**src/usb_ls_map.vh**
```
`ifndef USB_LS_MAP_VH
`define USB_LS_MAP_VH
// ****************************************************************
// Register addresses.
// ****************************************************************
`define ADDR_USB_CLOCK_PRESCALER 8'he1
`define ADDR_EP1_TX_DATA         8'he6
`define ADDR_EP0_TX_DATA         8'he7
`define ADDR_USB_INT_FLAGS       8'he8
`define ADDR_USB_INT_ENABLES     8'he9
`define ADDR_EP0_TX_CONTROL      8'hea
`define ADDR_EP12_TX_CONTROL     8'heb
`define ADDR_USB_EP_CONTROL      8'hec
`define ADDR_EP0_RX_STATUS       8'hed
`define ADDR_USB_FUNC_ADDRESS    8'hee
`define ADDR_EP0_RX_DATA         8'hef
// ****************************************************************
// Field positions.
// ****************************************************************
`define BIT_EP1_STALL            0
`define BIT_EP2_STALL            1
`define BIT_EP1_ENABLE           2
`define BIT_EP2_ENABLE           3
`define BIT_AUTO_STATUS_OUT      4
`define BIT_TX_SELECT            6
`define BIT_TX_ENABLE            5
`define BIT_TX_DONE              3
`define BIT_RX_TOGGLE            7
`define BIT_SETUP_SEEN           6
`define BIT_IN_SEEN              5
`define BIT_OUT_SEEN             4
// ****************************************************************
// Reset values, token codes and timing.
// ****************************************************************
`define REG_RESET                8'h00
`define PID_SETUP                4'hd
`define PID_IN                   4'h9
`define PID_OUT                  4'h1
`define PID_DATA0                4'h3
`define PID_DATA1                4'hb
`define HS_NONE                  2'h0
`define HS_ACK                   2'h1
`define HS_NAK                   2'h2
`define HS_STALL                 2'h3
`define PRE_FIXED_DIV            2
`endif

```
**src/byte_fifo.v**
```verilog
`timescale 1ns/10ps
// Synchronous FIFO with valid/ready on both sides.
module byte_fifo #(
  parameter WIDTH = 8,
  parameter DEPTH = 8,
  parameter AW    = 3
) (
  // Clock and reset.
  input  wire             mclk_i,
  input  wire             srst_i,
  // Fill side.
  input  wire [WIDTH-1:0] in_data_i,
  input  wire             in_valid_i,
  output wire             in_ready_o,
  // Drain side.
  output wire [WIDTH-1:0] out_data_o,
  output wire             out_valid_o,
  input  wire             out_ready_i
);
  reg [WIDTH-1:0] mem [0:DEPTH-1];
  reg [AW-1:0]    wr_q;
  reg [AW-1:0]    rd_q;
  reg [AW:0]      cnt_q;
  wire            push;
  wire            pop;

  assign in_ready_o  = (cnt_q != DEPTH[AW:0]);
  assign out_valid_o = (cnt_q != {(AW+1){1'b0}});
  assign out_data_o  = mem[rd_q];
  assign push        = in_valid_i & in_ready_o;
  assign pop         = out_valid_o & out_ready_i;

  // Pointers wrap naturally because depth is a power of two.
  always @(posedge mclk_i) begin
    if (srst_i) begin
      wr_q  <= {AW{1'b0}};
      rd_q  <= {AW{1'b0}};
      cnt_q <= {(AW+1){1'b0}};
    end else begin
      if (push) begin
        wr_q <= wr_q + 1'b1;
      end
      if (pop) begin
        rd_q <= rd_q + 1'b1;
      end
      if (push & ~pop) begin
        cnt_q <= cnt_q + 1'b1;
      end else if (pop & ~push) begin
        cnt_q <= cnt_q - 1'b1;
      end
    end
  end

  // Storage has no reset; data is only read when counted valid.
  always @(posedge mclk_i) begin
    if (push) begin
      mem[wr_q] <= in_data_i;
    end
  end
endmodule // byte_fifo

```
**src/usb_clk_prescaler.v**
```verilog
`timescale 1ns/10ps
`include "usb_ls_map.vh"
// Divides the MCU clock by two, then by prescaler plus one.
module usb_clk_prescaler (
  // Clock and reset.
  input  wire       mclk_i,
  input  wire       srst_i,
  // Divider setting.
  input  wire [7:0] divide_i,
  // One-cycle enable at the USB logic rate.
  output reg        tick_o
);
  reg       half_q;
  reg [7:0] cnt_q;

  // The fixed half stage runs first, so even a zero setting halves.
  always @(posedge mclk_i) begin
    if (srst_i) begin
      half_q <= 1'b0;
      cnt_q  <= 8'h00;
      tick_o <= 1'b0;
    end else begin
      half_q <= ~half_q;
      tick_o <= 1'b0;
      if (half_q) begin
        if (cnt_q >= divide_i) begin
          cnt_q  <= 8'h00;
          tick_o <= 1'b1;
        end else begin
          cnt_q <= cnt_q + 8'h01;
        end
      end
    end
  end
endmodule // usb_clk_prescaler

```
**src/usb_lowspeed_function_regs.v**
```verilog
`timescale 1ns/10ps
`include "usb_ls_map.vh"
module usb_lowspeed_function_regs (
  // Clock and reset.
  input  wire       mclk_i,
  input  wire       srst_i,
  // Special function register port.
  input  wire [7:0] sfr_addr_i,
  input  wire [7:0] sfr_wdata_i,
  input  wire       sfr_wr_i,
  input  wire       sfr_rd_i,
  output reg  [7:0] sfr_rdata_o,
  // Decoded packets from the serial engine.
  input  wire       tok_valid_i,
  input  wire [3:0] tok_pid_i,
  input  wire [6:0] tok_addr_i,
  input  wire [1:0] tok_ep_i,
  input  wire       rx_valid_i,
  input  wire [7:0] rx_byte_i,
  input  wire       rx_data_pid_i,
  input  wire       rx_done_i,
  input  wire       tx_busy_i,
  // Answers to the serial engine.
  output reg  [1:0] handshake_o,
  output reg        handshake_valid_o,
  output reg        toggle_match_o,
  output reg        usb_tick_o,
  output reg        line_oe_o,
  output reg  [7:0] ep1_tx_data_o,
  output reg  [7:0] ep0_tx_data_o,
  output reg  [7:0] ep0_tx_control_o,
  output reg  [7:0] ep12_tx_control_o,
  output reg  [7:0] int_enables_o
);
  // ****************************************************************
  // Register state.
  // ****************************************************************
  reg  [7:0] presc_q;
  reg  [7:0] int_flags_q;
  reg  [4:0] ep_ctrl_q;
  reg  [7:0] rx_status_q;
  reg  [7:0] func_addr_q;
  reg  [7:0] rx_data_q;
  reg  [3:0] rx_cnt_q;
  reg        rx_active_q;
  wire       tick;
  wire       wr_presc;
  wire       wr_ctrl;
  wire       rd_data;
  wire       for_us;
  wire [7:0] fifo_out_data;
  wire       fifo_out_valid;
  wire       ep1_stall;
  wire       ep2_stall;
  wire       ep1_en;
  wire       ep2_en;
  wire       tx_en;
  wire       tx_sel2;
  wire       tx_done;

  assign wr_presc  = sfr_wr_i & (sfr_addr_i == `ADDR_USB_CLOCK_PRESCALER);
  assign wr_ctrl   = sfr_wr_i & (sfr_addr_i == `ADDR_USB_EP_CONTROL);
  assign rd_data   = sfr_rd_i & (sfr_addr_i == `ADDR_EP0_RX_DATA);
  assign for_us    = (tok_addr_i == func_addr_q[6:0]) & func_addr_q[7];
  assign ep1_stall = ep_ctrl_q[`BIT_EP1_STALL];
  assign ep2_stall = ep_ctrl_q[`BIT_EP2_STALL];
  assign ep1_en    = ep_ctrl_q[`BIT_EP1_ENABLE];
  assign ep2_en    = ep_ctrl_q[`BIT_EP2_ENABLE];
  assign tx_en     = ep12_tx_control_o[`BIT_TX_ENABLE];
  assign tx_sel2   = ep12_tx_control_o[`BIT_TX_SELECT];
  assign tx_done   = int_flags_q[`BIT_TX_DONE];

  // ****************************************************************
  // Helpers.
  // ****************************************************************
  usb_clk_prescaler u_presc (
    .mclk_i   (mclk_i),
    .srst_i   (srst_i),
    .divide_i (presc_q),
    .tick_o   (tick)
  );

  // Receive bytes queue here so the core can read at its own pace.
  byte_fifo #(
    .WIDTH (8),
    .DEPTH (8),
    .AW    (3)
  ) u_rx_fifo (
    .mclk_i      (mclk_i),
    .srst_i      (srst_i),
    .in_data_i   (rx_byte_i),
    .in_valid_i  (rx_valid_i & rx_active_q),
    .in_ready_o  (),
    .out_data_o  (fifo_out_data),
    .out_valid_o (fifo_out_valid),
    .out_ready_i (rd_data)
  );

  // ****************************************************************
  // Software-written registers.
  // ****************************************************************
  always @(posedge mclk_i) begin
    if (srst_i) begin
      presc_q           <= `REG_RESET;
      ep1_tx_data_o     <= `REG_RESET;
      ep0_tx_data_o     <= `REG_RESET;
      int_enables_o     <= `REG_RESET;
      ep0_tx_control_o  <= `REG_RESET;
      ep12_tx_control_o <= `REG_RESET;
      ep_ctrl_q         <= 5'h00;
      func_addr_q       <= `REG_RESET;
    end else if (sfr_wr_i) begin
      if (wr_presc) begin
        presc_q <= sfr_wdata_i;
      end
      if (sfr_addr_i == `ADDR_EP1_TX_DATA) begin
        ep1_tx_data_o <= sfr_wdata_i;
      end
      if (sfr_addr_i == `ADDR_EP0_TX_DATA) begin
        ep0_tx_data_o <= sfr_wdata_i;
      end
      if (sfr_addr_i == `ADDR_USB_INT_ENABLES) begin
        int_enables_o <= sfr_wdata_i;
      end
      if (sfr_addr_i == `ADDR_EP0_TX_CONTROL) begin
        ep0_tx_control_o <= sfr_wdata_i;
      end
      if (sfr_addr_i == `ADDR_EP12_TX_CONTROL) begin
        ep12_tx_control_o <= sfr_wdata_i;
      end
      if (wr_ctrl) begin
        ep_ctrl_q <= sfr_wdata_i[4:0];
      end
      if (sfr_addr_i == `ADDR_USB_FUNC_ADDRESS) begin
        func_addr_q <= sfr_wdata_i;
      end
    end
  end

  // ****************************************************************
  // Token detection and endpoint 0 status.
  // ****************************************************************
  // Software may write the toggle bit; a new token still sets its flag.
  always @(posedge mclk_i) begin
    if (srst_i) begin
      rx_status_q <= `REG_RESET;
      rx_cnt_q    <= 4'h0;
      rx_active_q <= 1'b0;
      int_flags_q <= `REG_RESET;
    end else begin
      if (sfr_wr_i & (sfr_addr_i == `ADDR_EP0_RX_STATUS)) begin
        rx_status_q[`BIT_RX_TOGGLE] <= sfr_wdata_i[7];
      end
      if (sfr_wr_i & (sfr_addr_i == `ADDR_USB_INT_FLAGS)) begin
        int_flags_q <= int_flags_q & sfr_wdata_i;
      end
      if (tok_valid_i & for_us) begin
        rx_status_q[`BIT_SETUP_SEEN] <= (tok_pid_i == `PID_SETUP);
        rx_status_q[`BIT_IN_SEEN]    <= (tok_pid_i == `PID_IN);
        rx_status_q[`BIT_OUT_SEEN]   <= (tok_pid_i == `PID_OUT);
        rx_active_q <= (tok_ep_i == 2'd0) & (tok_pid_i != `PID_IN);
        rx_cnt_q    <= 4'h0;
      end
      // Arrived bytes count up to 15, even ones the full buffer has to drop.
      if (rx_valid_i & rx_active_q & (rx_cnt_q != 4'hf)) begin
        rx_cnt_q <= rx_cnt_q + 4'h1;
      end
      if (rx_done_i & rx_active_q) begin
        rx_status_q[3:0] <= rx_cnt_q;
        rx_active_q      <= 1'b0;
      end
    end
  end

  // ****************************************************************
  // Handshake choice for each token addressed to this function.
  // ****************************************************************
  // Stall has priority so a halted endpoint never leaks data or NAK.
  always @(posedge mclk_i) begin
    if (srst_i) begin
      handshake_o       <= `HS_NONE;
      handshake_valid_o <= 1'b0;
      toggle_match_o    <= 1'b0;
    end else begin
      handshake_valid_o <= 1'b0;
      if (rx_done_i & rx_active_q) begin
        toggle_match_o <= (rx_data_pid_i == rx_status_q[`BIT_RX_TOGGLE]);
      end
      if (tok_valid_i & for_us) begin
        handshake_valid_o <= 1'b1;
        handshake_o       <= `HS_NONE;
        if ((tok_ep_i == 2'd1 & ep1_stall) |
            (tok_ep_i == 2'd2 & ep2_stall)) begin
          handshake_o <= `HS_STALL;
        end else if (tok_pid_i == `PID_IN & tok_ep_i != 2'd0) begin
          if (~tx_en | tx_done) begin
            handshake_o <= `HS_NAK;
          end else if (tok_ep_i == 2'd2 & ep2_en & ~tx_sel2) begin
            handshake_o <= `HS_NAK;
          end else if ((tok_ep_i == 2'd1 & ~ep1_en) |
                       (tok_ep_i == 2'd2 & ~ep2_en)) begin
            handshake_o <= `HS_NAK;
          end
        end else if (tok_pid_i == `PID_OUT & tok_ep_i == 2'd0 &
                     ep_ctrl_q[`BIT_AUTO_STATUS_OUT]) begin
          handshake_o <= `HS_ACK;
        end
      end
    end
  end

  // ****************************************************************
  // Read path, receive data and line driver.
  // ****************************************************************
  always @(posedge mclk_i) begin
    if (srst_i) begin
      rx_data_q   <= `REG_RESET;
      sfr_rdata_o <= `REG_RESET;
      usb_tick_o  <= 1'b0;
      line_oe_o   <= 1'b0;
    end else begin
      usb_tick_o <= tick;
      line_oe_o  <= tx_busy_i;
      if (rd_data & fifo_out_valid) begin
        rx_data_q <= fifo_out_data;
      end
      case (sfr_addr_i)
        `ADDR_USB_CLOCK_PRESCALER: sfr_rdata_o <= presc_q;
        `ADDR_EP1_TX_DATA:         sfr_rdata_o <= ep1_tx_data_o;
        `ADDR_EP0_TX_DATA:         sfr_rdata_o <= ep0_tx_data_o;
        `ADDR_USB_INT_FLAGS:       sfr_rdata_o <= int_flags_q;
        `ADDR_USB_INT_ENABLES:     sfr_rdata_o <= int_enables_o;
        `ADDR_EP0_TX_CONTROL:      sfr_rdata_o <= ep0_tx_control_o;
        `ADDR_EP12_TX_CONTROL:     sfr_rdata_o <= ep12_tx_control_o;
        `ADDR_USB_EP_CONTROL:      sfr_rdata_o <= {3'b000, ep_ctrl_q};
        `ADDR_EP0_RX_STATUS:       sfr_rdata_o <= rx_status_q;
        `ADDR_USB_FUNC_ADDRESS:    sfr_rdata_o <= func_addr_q;
        `ADDR_EP0_RX_DATA: begin
          sfr_rdata_o <= fifo_out_valid ? fifo_out_data : rx_data_q;
        end
        default:                   sfr_rdata_o <= 8'h00;
      endcase
    end
  end
endmodule // usb_lowspeed_function_regs

```
**config.mk**
```make
export PLATFORM = sky130hd
export DESIGN_NAME = usb_lowspeed_function_regs
export DESIGN_NICKNAME = d
export VERILOG_FILES = /design/src/byte_fifo.v /design/src/usb_clk_prescaler.v /design/src/usb_lowspeed_function_regs.v
export VERILOG_INCLUDE_DIRS = /design/src
export SDC_FILE = /design/constraint.sdc
export NUM_CORES = 1
export LEC_CHECK = 0
export BUFFER_PORTS_ARGS = -buffer_cell sky130_fd_sc_hd__buf_4
export CORE_MARGIN = 2
export CORE_UTILIZATION = 43
export CTS_BUF_LIST = sky130_fd_sc_hd__clkbuf_4 sky130_fd_sc_hd__clkbuf_8
export DETAILED_ROUTE_END_ITERATION = 12
export MAX_ROUTING_LAYER = met4
export SLEW_MARGIN = 20
export SYNTH_ARGS = -nofsm -noshare
export SYNTH_HDL_FRONTEND = slang
export SYNTH_HIERARCHICAL = 1
export SYNTH_SLANG_ARGS = --single-unit
```
**constraint.sdc**
```tcl
create_clock -name mclk_i -period 3.1 [get_ports mclk_i]
set_input_delay 0.31 -clock mclk_i [delete_from_list [all_inputs] [get_ports mclk_i]]
set_output_delay 0.31 -clock mclk_i [all_outputs]
set_load 0.005 [all_outputs]
```
==> flow_metrics.tcl <==
set metrics [dict create \
    synth_area_leaders "dfxtp_1 (29%), edfxtp_1 (22%), mux2i_1 (11%), nor2_1 (4.9%), mux4_1 (4.8%)" \
    grt_pass1_vias 6097 \
    cellLeakagePower_uw 0.00388 \
    drv_cap 0 \
    cts_buffers 17 \
    synth_edf_count 64 \
    cts_resized 0 \
    antenna-diode-count 0 \
    cpLargestDelayFamily "simple AND/OR/NAND/NOR gates" \
    synth_top_cell_by_area "dfxtp_1" \
    worst-path-buf-inv 2 \
    synthFlopType "dfxtp_1" \
    ant_nets 0 \
    clock_skew_ns 0.0155 \
    yosysMostFrequentCell "dfxtp_1" \
    power_density_nw_per_um2 436 \
    drt_pre_antenna_iters 5 \
    fmax_mhz 349 \
    fillCellCount 1797 \
    largest_register_ffs 64 \
    rsz0062_at_grt "no" \
    place.gp.congestion 0.894 \
    final_cell_area_um2 10000 \
    wl_mm 21.7 \
    synth-seq-cells 191 \
    ir_worst_vdd_uv 292 \
    htree_levels 4 \
    yosysWarnings 6 \
    die_w_um 146 \
    cts_tree "built" \
    clock_latency_ns 0.46 \
    hold_path_class "primary input to flop" \
    grt-ovfl-total 0 \
    grt_max_degree 46 \
    synth_common_cells "dfxtp_1 (127), nor2_1 (114), mux2i_1 (94), edfxtp_1 (64), clkbuf_1 (29)" \
    grt_pass1_wl_mm 34.0 \
    rows 51 \
    regMostFlops "u_rx_fifo/mem" \
    post_drt_wl_per_cell_um 19.4 \
    required_ns 3.45 \
    io_pins 100 \
    avgSynthCellArea_um2 11.5 \
    setup_viol 0 \
    vias 6247 \
    hold_buffers 0 \
    vias_per_cell 5.56 \
    drc 0 \
    die_h_um 146 \
    stdcell_count 1123 \
    synth_top_area_share_pct 29.3 \
    tns_ns 0 \
    fin_crit_sh_pct 92.4 \
    start_kind "flop" \
    critical_path.slowest_cell "or4b_1" \
    place_area_um2 9670 \
    power_uw 4370 \
    syn_inst 758 \
    cts.sinks 191 \
    synth_fp_nets 820 \
    utilization_pct 51.1 \
    max_stage_delay_ns 0.62 \
    nets 908 \
    antenna_found_initial 0 \
    report.final.slew_viol_count 0 \
    endpoint_kind "flop" \
    relSlewSlack_pct 57.7 \
    final.min_clock_period_ns 2.86 \
    grt_util_all_layers_pct 21.0 \
    cts_max_path_buffers 2 \
    coreArea_um2 19700 \
    postCtsSetupRepairBufs 0 \
    finalHoldViolCount 0 \
    start_util_pct 44.2 \
    synth_async_sr_flop_share_pct 0 \
    hpwl_mm 15.5 \
    die-area_um2 21400 \
    cp_data_arrival_time_ns 3.22 \
    path_max_fanout 7 \
    synth_cell_types 77 \
    drt_iter0_markers 320 \
    final_layout_size_suffix_gt1_share_pct 21.2 \
    crit_chain "or4b_1 -> nand2_2 -> inv_1 -> ha_1 -> inv_1 -> ha_1 -> a21oi_1 -> a211oi_1 -> a31oi_1 -> mux2_2" \
    tightest_slew_ns 0.630 \
    place.detailed.instances 1092 \
    ys_seq_area_share_pct 51.4 \
    path_clk_slew_ns 0.10 \
    area_delta_synth_final_pct 15.6 \
    syn_area_um2 8690 \
    crit_type "flop to flop" \
    cts_root_buffer "clkbuf_8" \
    status "finished, final reports clean" \
    port_buffers 99 \
]
-- power by group --
part,internal (uW),switching [uW],total [uW]
registers,2580,5.04,2590
clock network,658,914,1570
logic,75.4,138,214
-- cell type report --
class                      count  area [um2]  area share (%)
clock buffer                  18         241            2.41
tap                          265         332            3.30
inverter                      17        63.8           0.636
sequential                   191        4460            44.5
multi-input combinational    501        3920            39.1
clock inverter                13         131            1.31
timing repair buffer         118         886            8.82
-- through the flow --
stage | hold slack [ns] | setup WS (ns)
2_1_floorplan | 0.409 | 0.509
3_3_place_gp | 0.420 | 0.405
3_5_place_dp | 0.449 | 0.298
4_1_cts | 0.0515 | 0.261
5_1_grt | 0.0461 | 0.0571
6_report | 0.0755 | 0.236
-- per-layer routing --
layer / up-vias / routed length, um / track usage [%]
met1: 3036 / 9490 / 26.0
met2: 201 / 10400 / 34.3
li1: 2971 / - / -
met5: - / 0 / -
met4: 0 / 688 / 8.16
met3: 39 / 1140 / 3.62
-- placed cells by master, fill, tap and decap left out, types with 4 or more instances in the layout --
cell / synthesis / routed
a21oi_1: 27 / 27
nor3_1: 12 / 12
mux2i_1: 94 / 94
nand2b_1: 6 / 6
xor2_1: 12 / 12
nor3b_1: 10 / 10
o211ai_1: 5 / 5
inv_1: 15 / 15
o21ai_0: 4 / 4
nor2b_1: 8 / 8
xnor2_1: 7 / 7
a31oi_1: 6 / 6
and3_1: 5 / 5
and2_1: 4 / 4
a211oi_2: 5 / 5
clkbuf_8: 0 / 17
clkinvlp_4: 0 / 4
nand2_1: 22 / 22
nor2_1: 114 / 114
ha_1: 15 / 15
o22ai_1: 5 / 5
mux2_2: 9 / 9
dfxtp_1: 127 / 127
o2bb2ai_1: 5 / 5
nand3_1: 22 / 22
edfxtp_1: 64 / 64
a211oi_1: 7 / 7
buf_4: 0 / 118
mux4_1: 16 / 16
nand4_1: 8 / 8
o21ai_1: 8 / 8
-- worst reg2reg max path, stage by stage (launching register included) --
cell and delay, ns:
dfxtp_1 0.37, or4b_1 0.62, nand2_2 0.18, inv_1 0.07
ha_1 0.21, inv_1 0.14, ha_1 0.30, a21oi_1 0.23
a211oi_1 0.12, a31oi_1 0.17, mux2_2 0.34
-- final timing paths --
path / start / endpoint / slack [ns] / cells past startpoint
setup reg to reg: u_rx_fifo/cnt_q[1] / u_rx_fifo/cnt_q[3] / 0.24 / 10
hold / removal: rx_byte_i[1] / u_rx_fifo/mem[4][1] / 0.08 / 1
setup / recovery: u_rx_fifo/cnt_q[1] / u_rx_fifo/cnt_q[3] / 0.24 / 10
hold reg to reg: u_presc/tick_o / usb_tick_o / 0.46 / 1
-- cells by family after synthesis --
logic type / share of synthesized area [%]
fa+ha+maj: 2.39
buf+inv: 3.48
compound gates: 8.67
mux: 17.7
flops: 51.4
simple gates: 14.4
xor+xnor: 1.92
Note: power is estimated with default switching activity, not from simulation.
